**src/rtl/touch_setup_params.svh**
```systemverilog
// Offsets, field positions, reset values and timing counts of the touch setup registers.
// Assumes inclusion by bare name from the rtl directory.
`ifndef TOUCH_SETUP_PARAMS_SVH
`define TOUCH_SETUP_PARAMS_SVH

// Register offsets on the register port
`define OFS_SOFT_RESET 12'h001
`define OFS_IRQ_CONFIG 12'h008
`define OFS_TOUCH_CTRL 12'h040
`define OFS_IRQ_EN_LO 12'h043
`define OFS_IRQ_EN_HI 12'h044
`define OFS_FLAGS_LO 12'h045
`define OFS_FLAGS_HI 12'h046
`define OFS_CAL_CTRL 12'h04E
`define OFS_NOISE_CFG 12'h077

// Field positions
`define POS_TOUCH_EN 15
`define POS_IRQ_POL 15
`define POS_CAL_ACTIVE 14
`define POS_AMBIENT_CAL_DISABLE 13
`define POS_STEP_HI 3
`define POS_NOISE_ON 15
`define POS_NOISE_SET_HI 11
`define POS_CHAN_HI 9

// Reset values
`define RST_TOUCH_CTRL 16'h0000
`define RST_IRQ_CONFIG 16'h0000
`define RST_IRQ_EN_LO 16'h0000
`define RST_IRQ_EN_HI 16'h0300
`define RST_CAL_CTRL 16'h0002
`define RST_NOISE_CFG 16'h0000

// Calibration timing and limits
`define CLK_PERIOD_NS 10
`define CAL_TICK_NS 1000
`define CAL_TICK_CYCLES (`CAL_TICK_NS / `CLK_PERIOD_NS)
`define CAL_MAX_ITER 8'h20
`define CAL_SETTING_MID 8'h80
`define CAL_ADAPT_START 8'h08
`define NUM_CHANNELS 20
`define LAST_CHANNEL 5'h13

`endif

```
**src/rtl/touch_setup_pkg.sv**
```systemverilog
// Types shared by the touch setup register bank and its calibration sequencer.
// Assumes nothing of its surroundings.
package touch_setup_pkg;
  typedef enum logic [1:0] {
    CAL_IDLE = 2'h0,
    CAL_RUN = 2'h1,
    CAL_DONE = 2'h3
  } cal_state_t;
endpackage : touch_setup_pkg

```
**src/rtl/cal_sequencer.sv**
```systemverilog
// Initial calibration sequencer: sweeps all channels toward a no-touch baseline.
// Assumes a synchronous reset copy, a tick enable and front-end compare flags on ref_clk.
`timescale 1ns/1ps
`include "touch_setup_params.svh"
module cal_sequencer
  import touch_setup_pkg::*;
(
  // Clock and reset
  input wire logic ref_clk,
  input wire logic rst_sync_b,
  // Control
  input wire logic start,
  input wire logic tick,
  input wire logic [3:0] cal_step_size,
  // Front-end compare for the channel under calibration
  input wire logic cmp_high,
  input wire logic cmp_low,
  // Results
  output logic [4:0] cal_chan,
  output logic [7:0] cal_setting,
  output logic cal_done
);
  cal_state_t state_reg;
  logic [7:0] delta_reg;
  logic [7:0] iter_reg;
  logic last_up_reg;
  logic settled;
  logic reverse;
  logic [8:0] sum_up;
  logic [8:0] sum_dn;

  assign settled = (!cmp_high && !cmp_low) || (iter_reg == `CAL_MAX_ITER);
  assign reverse = (iter_reg != 8'h00) && (last_up_reg != cmp_low);
  assign sum_up = {1'b0, cal_setting} + {1'b0, delta_reg};
  assign sum_dn = {1'b0, cal_setting} - {1'b0, delta_reg};
  assign cal_done = (state_reg == CAL_DONE);

  //////////////////////////////////////////////////////////////////////////////
  // [RULE4] step applied per channel
  always_ff @(posedge ref_clk or negedge rst_sync_b) begin
    if (!rst_sync_b) begin
      state_reg <= CAL_IDLE;
      cal_chan <= 5'h00;
      cal_setting <= `CAL_SETTING_MID;
      delta_reg <= `CAL_ADAPT_START;
      iter_reg <= 8'h00;
      last_up_reg <= 1'b0;
    end else if (start) begin
      state_reg <= CAL_RUN;
      cal_chan <= 5'h00;
      cal_setting <= `CAL_SETTING_MID;
      // [RULE3] adaptive or fixed step
      delta_reg <= (cal_step_size == 4'h0) ? `CAL_ADAPT_START : {4'h0, cal_step_size};
      iter_reg <= 8'h00;
      last_up_reg <= 1'b0;
    end else if (state_reg == CAL_RUN && tick) begin
      if (settled) begin
        state_reg <= (cal_chan == `LAST_CHANNEL) ? CAL_DONE : CAL_RUN;
        cal_chan <= (cal_chan == `LAST_CHANNEL) ? cal_chan : cal_chan + 5'h01;
        cal_setting <= `CAL_SETTING_MID;
        delta_reg <= (cal_step_size == 4'h0) ? `CAL_ADAPT_START : {4'h0, cal_step_size};
        iter_reg <= 8'h00;
      end else begin
        if (cmp_low) begin
          cal_setting <= sum_up[8] ? 8'hFF : sum_up[7:0];
        end else begin
          cal_setting <= sum_dn[8] ? 8'h00 : sum_dn[7:0];
        end
        // [RULE3] adaptive halving on reversal
        if (cal_step_size == 4'h0 && reverse && delta_reg > 8'h01) begin
          delta_reg <= delta_reg >> 1;
        end
        last_up_reg <= cmp_low;
        iter_reg <= iter_reg + 8'h01;
      end
    end
  end

  //////////////////////////////////////////////////////////////////////////////
  a_fixed_step_size: assert property (@(posedge ref_clk) disable iff (!rst_sync_b) // [RULE3]
    (state_reg == CAL_RUN && tick && !start && !settled && cmp_low && cal_step_size != 4'h0
     && cal_setting < 8'hF0)
    |=> cal_setting == $past(cal_setting) + {4'h0, $past(cal_step_size)})
    else $error("fixed step not applied");

  a_done_holds: assert property (@(posedge ref_clk) disable iff (!rst_sync_b) // [RULE4]
    (cal_done && !start) |=> cal_done)
    else $error("calibration done dropped without restart");
endmodule : cal_sequencer

```
**src/rtl/touch_setup_regs.sv**
```systemverilog
// Touch controller setup register bank: calibration, noise, enables, soft reset, interrupt.
// Assumes a decoded register port from the serial interface and front-end events on ref_clk.
//
// Function
// [RULE1] Calibration register bit 14 reads 0 while calibrating, 1 when done.
// [RULE2] Calibration bit 13 set suspends ambient baseline calibration; default active.
// [RULE3] Step field zero selects adaptive tracking, else fixed adjustment amount.
// [RULE4] Step parameter drives calibration of each channel to a no-touch baseline.
// [RULE5] Noise register holds enable bit 15 and settings 11:0, both reset zero.
// [RULE6] Touch sensing stays off until host sets touch control bit 15.
// [RULE7] Host enables every channel it wants reported before interrupt use.
// [RULE8] Interrupt enable bits 9:0 gate channels 0-9 and 10-19.
// [RULE9] Any write to soft reset register triggers a soft reset.
// [RULE10] Host soft-resets after configuring; device then runs initial calibration.
// [RULE11] Host reads both touch flag registers after an interrupt.
// [RULE12] Interrupt pin active low by default; polarity set by bit 15.
// [RULE13] Only enabled channels set flags and raise the interrupt.
`timescale 1ns/1ps
`include "touch_setup_params.svh"
module touch_setup_regs
  import touch_setup_pkg::*;
(
  // Clock and reset
  input wire logic ref_clk,
  input wire logic rst_b,
  // Register port
  input wire logic [11:0] reg_addr,
  input wire logic [15:0] reg_wdata,
  input wire logic reg_wr,
  input wire logic reg_rd,
  output logic [15:0] reg_rdata,
  // Front end
  input wire logic [19:0] touch_event,
  input wire logic cmp_high,
  input wire logic cmp_low,
  output logic sense_enable,
  output logic ambient_cal_en,
  output logic noise_rejection_on,
  output logic [11:0] noise_rejection_settings,
  output logic soft_reset_pulse,
  output logic [4:0] cal_chan,
  output logic [7:0] cal_setting,
  // Interrupt pin
  output logic irq_out_pin
);
  logic rst_meta_b;
  logic rst_sync_b;
  logic touch_en_reg;
  logic irq_polarity;
  logic [9:0] irq_en_lo_reg;
  logic [9:0] irq_en_hi_reg;
  logic ambient_cal_disable;
  logic [3:0] cal_step_size;
  logic [19:0] channel_touch_flags;
  logic [15:0] tick_cnt_reg;
  logic tick;
  logic cal_done;
  logic [19:0] irq_en_all;
  logic [19:0] flag_set;
  logic [19:0] flag_clr;
  logic irq_active;
  logic wr_soft;

  //////////////////////////////////////////////////////////////////////////////
  // Reset release
  always_ff @(posedge ref_clk or negedge rst_b) begin
    if (!rst_b) begin
      rst_meta_b <= 1'b0;
      rst_sync_b <= 1'b0;
    end else begin
      rst_meta_b <= 1'b1;
      rst_sync_b <= rst_meta_b;
    end
  end

  //////////////////////////////////////////////////////////////////////////////
  // Configuration registers
  always_ff @(posedge ref_clk or negedge rst_sync_b) begin
    if (!rst_sync_b) begin
      touch_en_reg <= 1'(`RST_TOUCH_CTRL >> `POS_TOUCH_EN);
      irq_polarity <= 1'(`RST_IRQ_CONFIG >> `POS_IRQ_POL);
      irq_en_lo_reg <= 10'(`RST_IRQ_EN_LO);
      irq_en_hi_reg <= 10'(`RST_IRQ_EN_HI);
      ambient_cal_disable <= 1'(`RST_CAL_CTRL >> `POS_AMBIENT_CAL_DISABLE);
      cal_step_size <= 4'(`RST_CAL_CTRL);
      noise_rejection_on <= 1'(`RST_NOISE_CFG >> `POS_NOISE_ON);
      noise_rejection_settings <= 12'(`RST_NOISE_CFG);
    end else if (reg_wr) begin
      case (reg_addr)
        // [RULE6] touch enable written by host
        `OFS_TOUCH_CTRL: touch_en_reg <= reg_wdata[`POS_TOUCH_EN];
        // [RULE12] polarity select
        `OFS_IRQ_CONFIG: irq_polarity <= reg_wdata[`POS_IRQ_POL];
        `OFS_IRQ_EN_LO: irq_en_lo_reg <= reg_wdata[`POS_CHAN_HI:0];
        `OFS_IRQ_EN_HI: irq_en_hi_reg <= reg_wdata[`POS_CHAN_HI:0];
        `OFS_CAL_CTRL: begin
          // [RULE2] ambient disable bit
          ambient_cal_disable <= reg_wdata[`POS_AMBIENT_CAL_DISABLE];
          cal_step_size <= reg_wdata[`POS_STEP_HI:0];
        end
        // [RULE5] noise enable and settings
        `OFS_NOISE_CFG: begin
          noise_rejection_on <= reg_wdata[`POS_NOISE_ON];
          noise_rejection_settings <= reg_wdata[`POS_NOISE_SET_HI:0];
        end
        default: begin
        end
      endcase
    end
  end

  // [RULE9] any write value triggers soft reset
  assign wr_soft = reg_wr && (reg_addr == `OFS_SOFT_RESET);

  always_ff @(posedge ref_clk or negedge rst_sync_b) begin
    if (!rst_sync_b) begin
      soft_reset_pulse <= 1'b0;
    end else begin
      soft_reset_pulse <= wr_soft;
    end
  end

  // [RULE6] sensing only when host enabled it
  assign sense_enable = touch_en_reg;
  // [RULE2] ambient tracking after calibration unless suspended
  assign ambient_cal_en = cal_done && !ambient_cal_disable;

  //////////////////////////////////////////////////////////////////////////////
  // Calibration tick divider
  always_ff @(posedge ref_clk or negedge rst_sync_b) begin
    if (!rst_sync_b) begin
      tick_cnt_reg <= 16'h0000;
    end else if (tick) begin
      tick_cnt_reg <= 16'h0000;
    end else begin
      tick_cnt_reg <= tick_cnt_reg + 16'h0001;
    end
  end
  assign tick = (tick_cnt_reg == 16'(`CAL_TICK_CYCLES - 1));

  // [RULE10] soft reset starts initial calibration
  cal_sequencer u_cal (
    .ref_clk(ref_clk),
    .rst_sync_b(rst_sync_b),
    .start(soft_reset_pulse),
    .tick(tick),
    .cal_step_size(cal_step_size),
    .cmp_high(cmp_high),
    .cmp_low(cmp_low),
    .cal_chan(cal_chan),
    .cal_setting(cal_setting),
    .cal_done(cal_done)
  );

  //////////////////////////////////////////////////////////////////////////////
  // Touch flags: set wins over both read-clear and the soft reset clear
  assign irq_en_all = {irq_en_hi_reg, irq_en_lo_reg};

  genvar g;
  generate
    for (g = 0; g < `NUM_CHANNELS; g++) begin : g_flag
      // [RULE8] per-channel gate
      // [RULE13] only enabled channels flag
      assign flag_set[g] = touch_event[g] && irq_en_all[g] && touch_en_reg;
      assign flag_clr[g] = reg_rd && (reg_addr == ((g < 10) ? `OFS_FLAGS_LO : `OFS_FLAGS_HI));
      always_ff @(posedge ref_clk or negedge rst_sync_b) begin
        if (!rst_sync_b) begin
          channel_touch_flags[g] <= 1'b0;
        end else if (flag_set[g]) begin
          channel_touch_flags[g] <= 1'b1;
        end else if (flag_clr[g] || soft_reset_pulse) begin
          channel_touch_flags[g] <= 1'b0;
        end
      end
    end
  endgenerate

  assign irq_active = |channel_touch_flags;

  // [RULE12] active level follows polarity
  always_ff @(posedge ref_clk or negedge rst_sync_b) begin
    if (!rst_sync_b) begin
      irq_out_pin <= 1'b1;
    end else begin
      irq_out_pin <= irq_active ? irq_polarity : !irq_polarity;
    end
  end

  //////////////////////////////////////////////////////////////////////////////
  // Read data
  always_ff @(posedge ref_clk or negedge rst_sync_b) begin
    if (!rst_sync_b) begin
      reg_rdata <= 16'h0000;
    end else if (reg_rd) begin
      case (reg_addr)
        `OFS_TOUCH_CTRL: reg_rdata <= {touch_en_reg, 15'h0000};
        `OFS_IRQ_CONFIG: reg_rdata <= {irq_polarity, 15'h0000};
        `OFS_IRQ_EN_LO: reg_rdata <= {6'h00, irq_en_lo_reg};
        `OFS_IRQ_EN_HI: reg_rdata <= {6'h00, irq_en_hi_reg};
        `OFS_FLAGS_LO: reg_rdata <= {6'h00, channel_touch_flags[9:0]};
        `OFS_FLAGS_HI: reg_rdata <= {6'h00, channel_touch_flags[19:10]};
        // [RULE1] calibration status bit
        `OFS_CAL_CTRL: reg_rdata <= {1'b0, cal_done, ambient_cal_disable, 9'h000,
                                     4'h2 | cal_step_size};
        `OFS_NOISE_CFG: reg_rdata <= {noise_rejection_on, 3'h0, noise_rejection_settings};
        default: reg_rdata <= 16'h0000;
      endcase
    end
  end

  //////////////////////////////////////////////////////////////////////////////
  a_cal_status_read: assert property (@(posedge ref_clk) disable iff (!rst_sync_b) // [RULE1]
    (reg_rd && reg_addr == `OFS_CAL_CTRL) |=> reg_rdata[`POS_CAL_ACTIVE] == $past(cal_done))
    else $error("calibration status bit wrong");

  a_ambient_suspend: assert property (@(posedge ref_clk) disable iff (!rst_sync_b) // [RULE2]
    ambient_cal_disable |-> !ambient_cal_en)
    else $error("ambient calibration not suspended");

  a_noise_write: assert property (@(posedge ref_clk) disable iff (!rst_sync_b) // [RULE5]
    (reg_wr && reg_addr == `OFS_NOISE_CFG) |=>
    noise_rejection_on == $past(reg_wdata[15])
    && noise_rejection_settings == $past(reg_wdata[11:0]))
    else $error("noise register not stored");

  a_sense_gated: assert property (@(posedge ref_clk) disable iff (!rst_sync_b) // [RULE6]
    (reg_wr && reg_addr == `OFS_TOUCH_CTRL) |=> sense_enable == $past(reg_wdata[15]))
    else $error("touch enable not applied");

  a_disabled_no_flag: assert property (@(posedge ref_clk) disable iff (!rst_sync_b) // [RULE8]
    (touch_event[13] && !irq_en_all[13] && !channel_touch_flags[13]) |=> !channel_touch_flags[13])
    else $error("disabled channel set its flag");

  a_soft_reset_pulse: assert property (@(posedge ref_clk) disable iff (!rst_sync_b) // [RULE9]
    wr_soft |=> soft_reset_pulse ##1 !soft_reset_pulse || $past(wr_soft))
    else $error("soft reset not triggered");

  a_cal_restart: assert property (@(posedge ref_clk) disable iff (!rst_sync_b) // [RULE10]
    soft_reset_pulse |=> !cal_done && cal_chan == 5'h00)
    else $error("calibration not restarted by soft reset");

  a_irq_polarity: assert property (@(posedge ref_clk) disable iff (!rst_sync_b) // [RULE12]
    $past(irq_active) && $stable(irq_polarity) |-> irq_out_pin == irq_polarity)
    else $error("interrupt pin level wrong");

  a_flag_enabled: assert property (@(posedge ref_clk) disable iff (!rst_sync_b) // [RULE13]
    flag_set[12] |=> channel_touch_flags[12] ##1 !irq_out_pin == !irq_polarity)
    else $error("enabled touch did not raise interrupt");
endmodule : touch_setup_regs
```
**config.mk**
```make
export PLATFORM = sky130hd
export DESIGN_NAME = touch_setup_regs
export DESIGN_NICKNAME = d
export VERILOG_FILES = /design/src/rtl/touch_setup_pkg.sv /design/src/rtl/cal_sequencer.sv /design/src/rtl/touch_setup_regs.sv
export VERILOG_INCLUDE_DIRS = /design/src /design/src/rtl
export SDC_FILE = /design/constraint.sdc
export NUM_CORES = 1
export LEC_CHECK = 0
export BUFFER_PORTS_ARGS = -buffer_cell sky130_fd_sc_hd__buf_2
export CAP_MARGIN = 30
export CORE_MARGIN = 5
export CORE_UTILIZATION = 57
export CTS_CLUSTER_DIAMETER = 150
export DETAILED_ROUTE_END_ITERATION = 6
export PLACE_DENSITY = 0.83
export RECOVER_POWER = 25
export SLEW_MARGIN = 20
export SYNTH_ARGS = -nofsm -noshare
export SYNTH_HDL_FRONTEND = slang
export SYNTH_SLANG_ARGS = --single-unit
```
**constraint.sdc**
```tcl
create_clock -name ref_clk -period 4.1 [get_ports ref_clk]
set_input_delay 0.615 -clock ref_clk [delete_from_list [all_inputs] [get_ports ref_clk]]
set_output_delay 0.615 -clock ref_clk [all_outputs]
set_load 0.03 [all_outputs]
```
==> flow_summary.toml <==
[floorplanning]
initial_core_util = 0.589
die_w_microns = 114
fp-row-count = 37
die_h_microns = 114
die_area_sq_um = 12900
fp.coreArea_sq_um = 10400
pin_count = 100

[final_layout]
diodes = 0
fillers = 739
multi_input_area_sq_um = 2890
layout.nets = 741
drive_above_1_share = 0.291
largest_reg_flops = 20
layout.cells.most_common = "dfrtp_1"
layout_common_cells = "117 x dfrtp_1, 95 x buf_2, 46 x nand2_1"
syn_to_final_growth_pct = 20.4
instances_no_fill = 821
fin_util = 0.709
regArea_sq_um = 3090
finalInstanceArea_sq_um = 7390

[worst_setup_path]
startpoint_type = "input port"
arrival_ns = 3.23
cp.required_ns = 4.51
path_class = "in2reg"
end_kind = "register"
worst-path-max-fanout = 10

[logic_synthesis]
synth_warnings = 0
synth.cell_area_sq_um = 6140
synthTopCellsByArea = "dfrtp_1 48%, mux2_2 8.1%, a32o_1 3.3%"
ys_seq_area_frac = 0.503
avgSynthCellArea_sq_um = 10.8
synth-edff-count = 0
synth_cell_types = 67
async_flop_share = 1.00
synth_fp_nets = 639
yosys_most_used_dff = "dfrtp_1"
ys_seq_elements = 123
synth_top_area_share = 0.477
yosys.area.top_type = "dfrtp_1"
syn_inst = 570

[outcome]
violations = "max-capacitance violations, max-slew violations"
outcome = "complete, but fails checks"

[clocking]
clock_path_buffers = 2
cts-root-buf = "clkbuf_8"
cts_tree = "yes"
cts.clk_slew.worst_paths_ns = 0.06
clk_latency_ns = 0.53
cts_setup_buffers = 0
htree_levels = 4
cts_buffers = 17
clock-sinks = 123
ctsResizeCount = 0

[routing]
via_count = 5270
first_pass_iters = 6
drt-initial-drc-count = 587
routedWlPerCell_microns = 20.1
ant_nets = 0
drt_wl_total_microns = 16500
vias_per_cell = 6.42
drc = 0

[timing]
hold_viol = 0
tightest_slew_ns = 1.63
rsz0062_at_grt = "false"
clock.fmax_mhz = 355
setup_viol = 0
fin_tns_setup_ns = 0
finalCriticalPeriod_ns = 2.82
skew_ns = 0.00766
final_max_slew_viol_count = 39
slew_headroom = -0.0866
finalCritPeriodShare = 0.687

[grt]
grt_pass1_vias = 5455
grtUsageTotal = 0.268
grt_max_degree = 42
antenna_found_initial = 0
grt_overflow = 0
grt_pass1_wl_microns = 27400

[power_and_ir_drop]
peakVddDrop_mv = 0.300
power_leakage_nw = 3.47
p_per_area_nw_per_um2 = 390

[min_path]
hold_path.class = "in2reg"

[placement]
dpl_cell_area_sq_um = 6790
gp_congestion = 0.874
place_inst = 788
io_buffers = 96
hpwlAfterDp_microns = 11300

[job]
drv_cap = 1
==> critical path: stages <==
cell     delay (ns)
buf_2          0.11
or3_1          0.48
nor3b_1        0.75
nand4_1        0.74
mux2_2         0.52
==> area by class of cell <==
class,instances,share of cell area
Sequential cell,123,0.418
Multi-Input combinational cell,404,0.391
Timing Repair Buffer,107,0.0781
Clock buffer,22,0.0613
Tap cell,136,0.0230
Clock inverter,10,0.0190
Inverter,19,0.00965
==> cell usage after synthesis (4+ instances only) <==
library cell / instances
nand3_1: 20
mux2_2: 44
o22ai_1: 4
nor3_1: 8
o21ai_0: 22
a22o_1: 10
nand2_1: 46
inv_1: 19
xor2_1: 6
nand2b_1: 5
dfrtp_1: 117
and4_1: 5
nor2b_1: 6
dfstp_2: 6
nor2_1: 39
mux2i_1: 6
a211oi_1: 5
a21oi_1: 22
a22oi_1: 6
a32o_1: 20
and3_1: 9
o31ai_1: 7
nor4_1: 9
xnor2_1: 12
clkbuf_1: 22
nand4_1: 13
a41oi_1: 9
ha_1: 13
or4_1: 4
==> final timing paths <==
kind / startpoint / slack (ns) / cells past startpoint / endpoint
min in group asynchronous: rst_b / 0.40 / 2 / rst_meta_b
hold / removal: reg_wdata[10] / 0.32 / 2 / noise_rejection_settings[10]
setup reg to reg: u_cal.cal_setting[0] / 1.49 / 9 / u_cal.cal_setting[6]
hold reg to reg: rst_meta_b / 0.35 / 0 / rst_sync_b
setup / recovery: reg_addr[5] / 1.28 / 5 / irq_en_hi_reg[4]
max in group asynchronous: rst_sync_b / 2.06 / 2 / cal_step_size[1]
==> metrics by stage <==
step                      setup WS [ns]  hold WS (ns)  total power [mW]
after floorplan                   0.430         0.319              1.33
after global placement            0.913         0.339              1.39
after detailed placement          0.856         0.326              1.39
after CTS                          1.37         0.308              2.89
after global routing               1.22         0.308              2.97
final                              1.28         0.320              2.88
==> where the power goes <==
| group | total [mW] | internal (mW) | switching, mW |
|---|---|---|---|
| clock network | 1.51 | 0.960 | 0.547 |
| logic | 0.131 | 0.0437 | 0.0873 |
| registers | 1.24 | 1.23 | 0.0160 |
==> layer usage <==
layer / GRT usage / wire length, microns
met4: 0.113 / 364
met2: 0.446 / 8200
met1: 0.329 / 6380
met3: 0.0748 / 1550
met5: 0 / 0
==> cells by family (layout without fill, tap and decap cells) <==
| family | Yosys count | in the layout | synth area share |
|---|---|---|---|
| and+or+nand+nor | 189 | 189 | 0.164 |
| adders and majority gates | 15 | 15 | 0.0330 |
| xor gates and xnor gates | 18 | 18 | 0.0257 |
| buffers and inverters | 43 | 158 | 0.0271 |
| other | 2 | 2 | 0.00122 |
| AOI/OAI and AO/OA | 130 | 130 | 0.155 |
| DFF | 123 | 123 | 0.503 |
| muxes | 50 | 50 | 0.0905 |
==> timing repair <==
action	CTS	global route
endpoints found under the setup margin	0	0
hold buffers	1	0
hold endpoints to repair	2	0
Note: power is estimated with default switching activity, not from simulation.
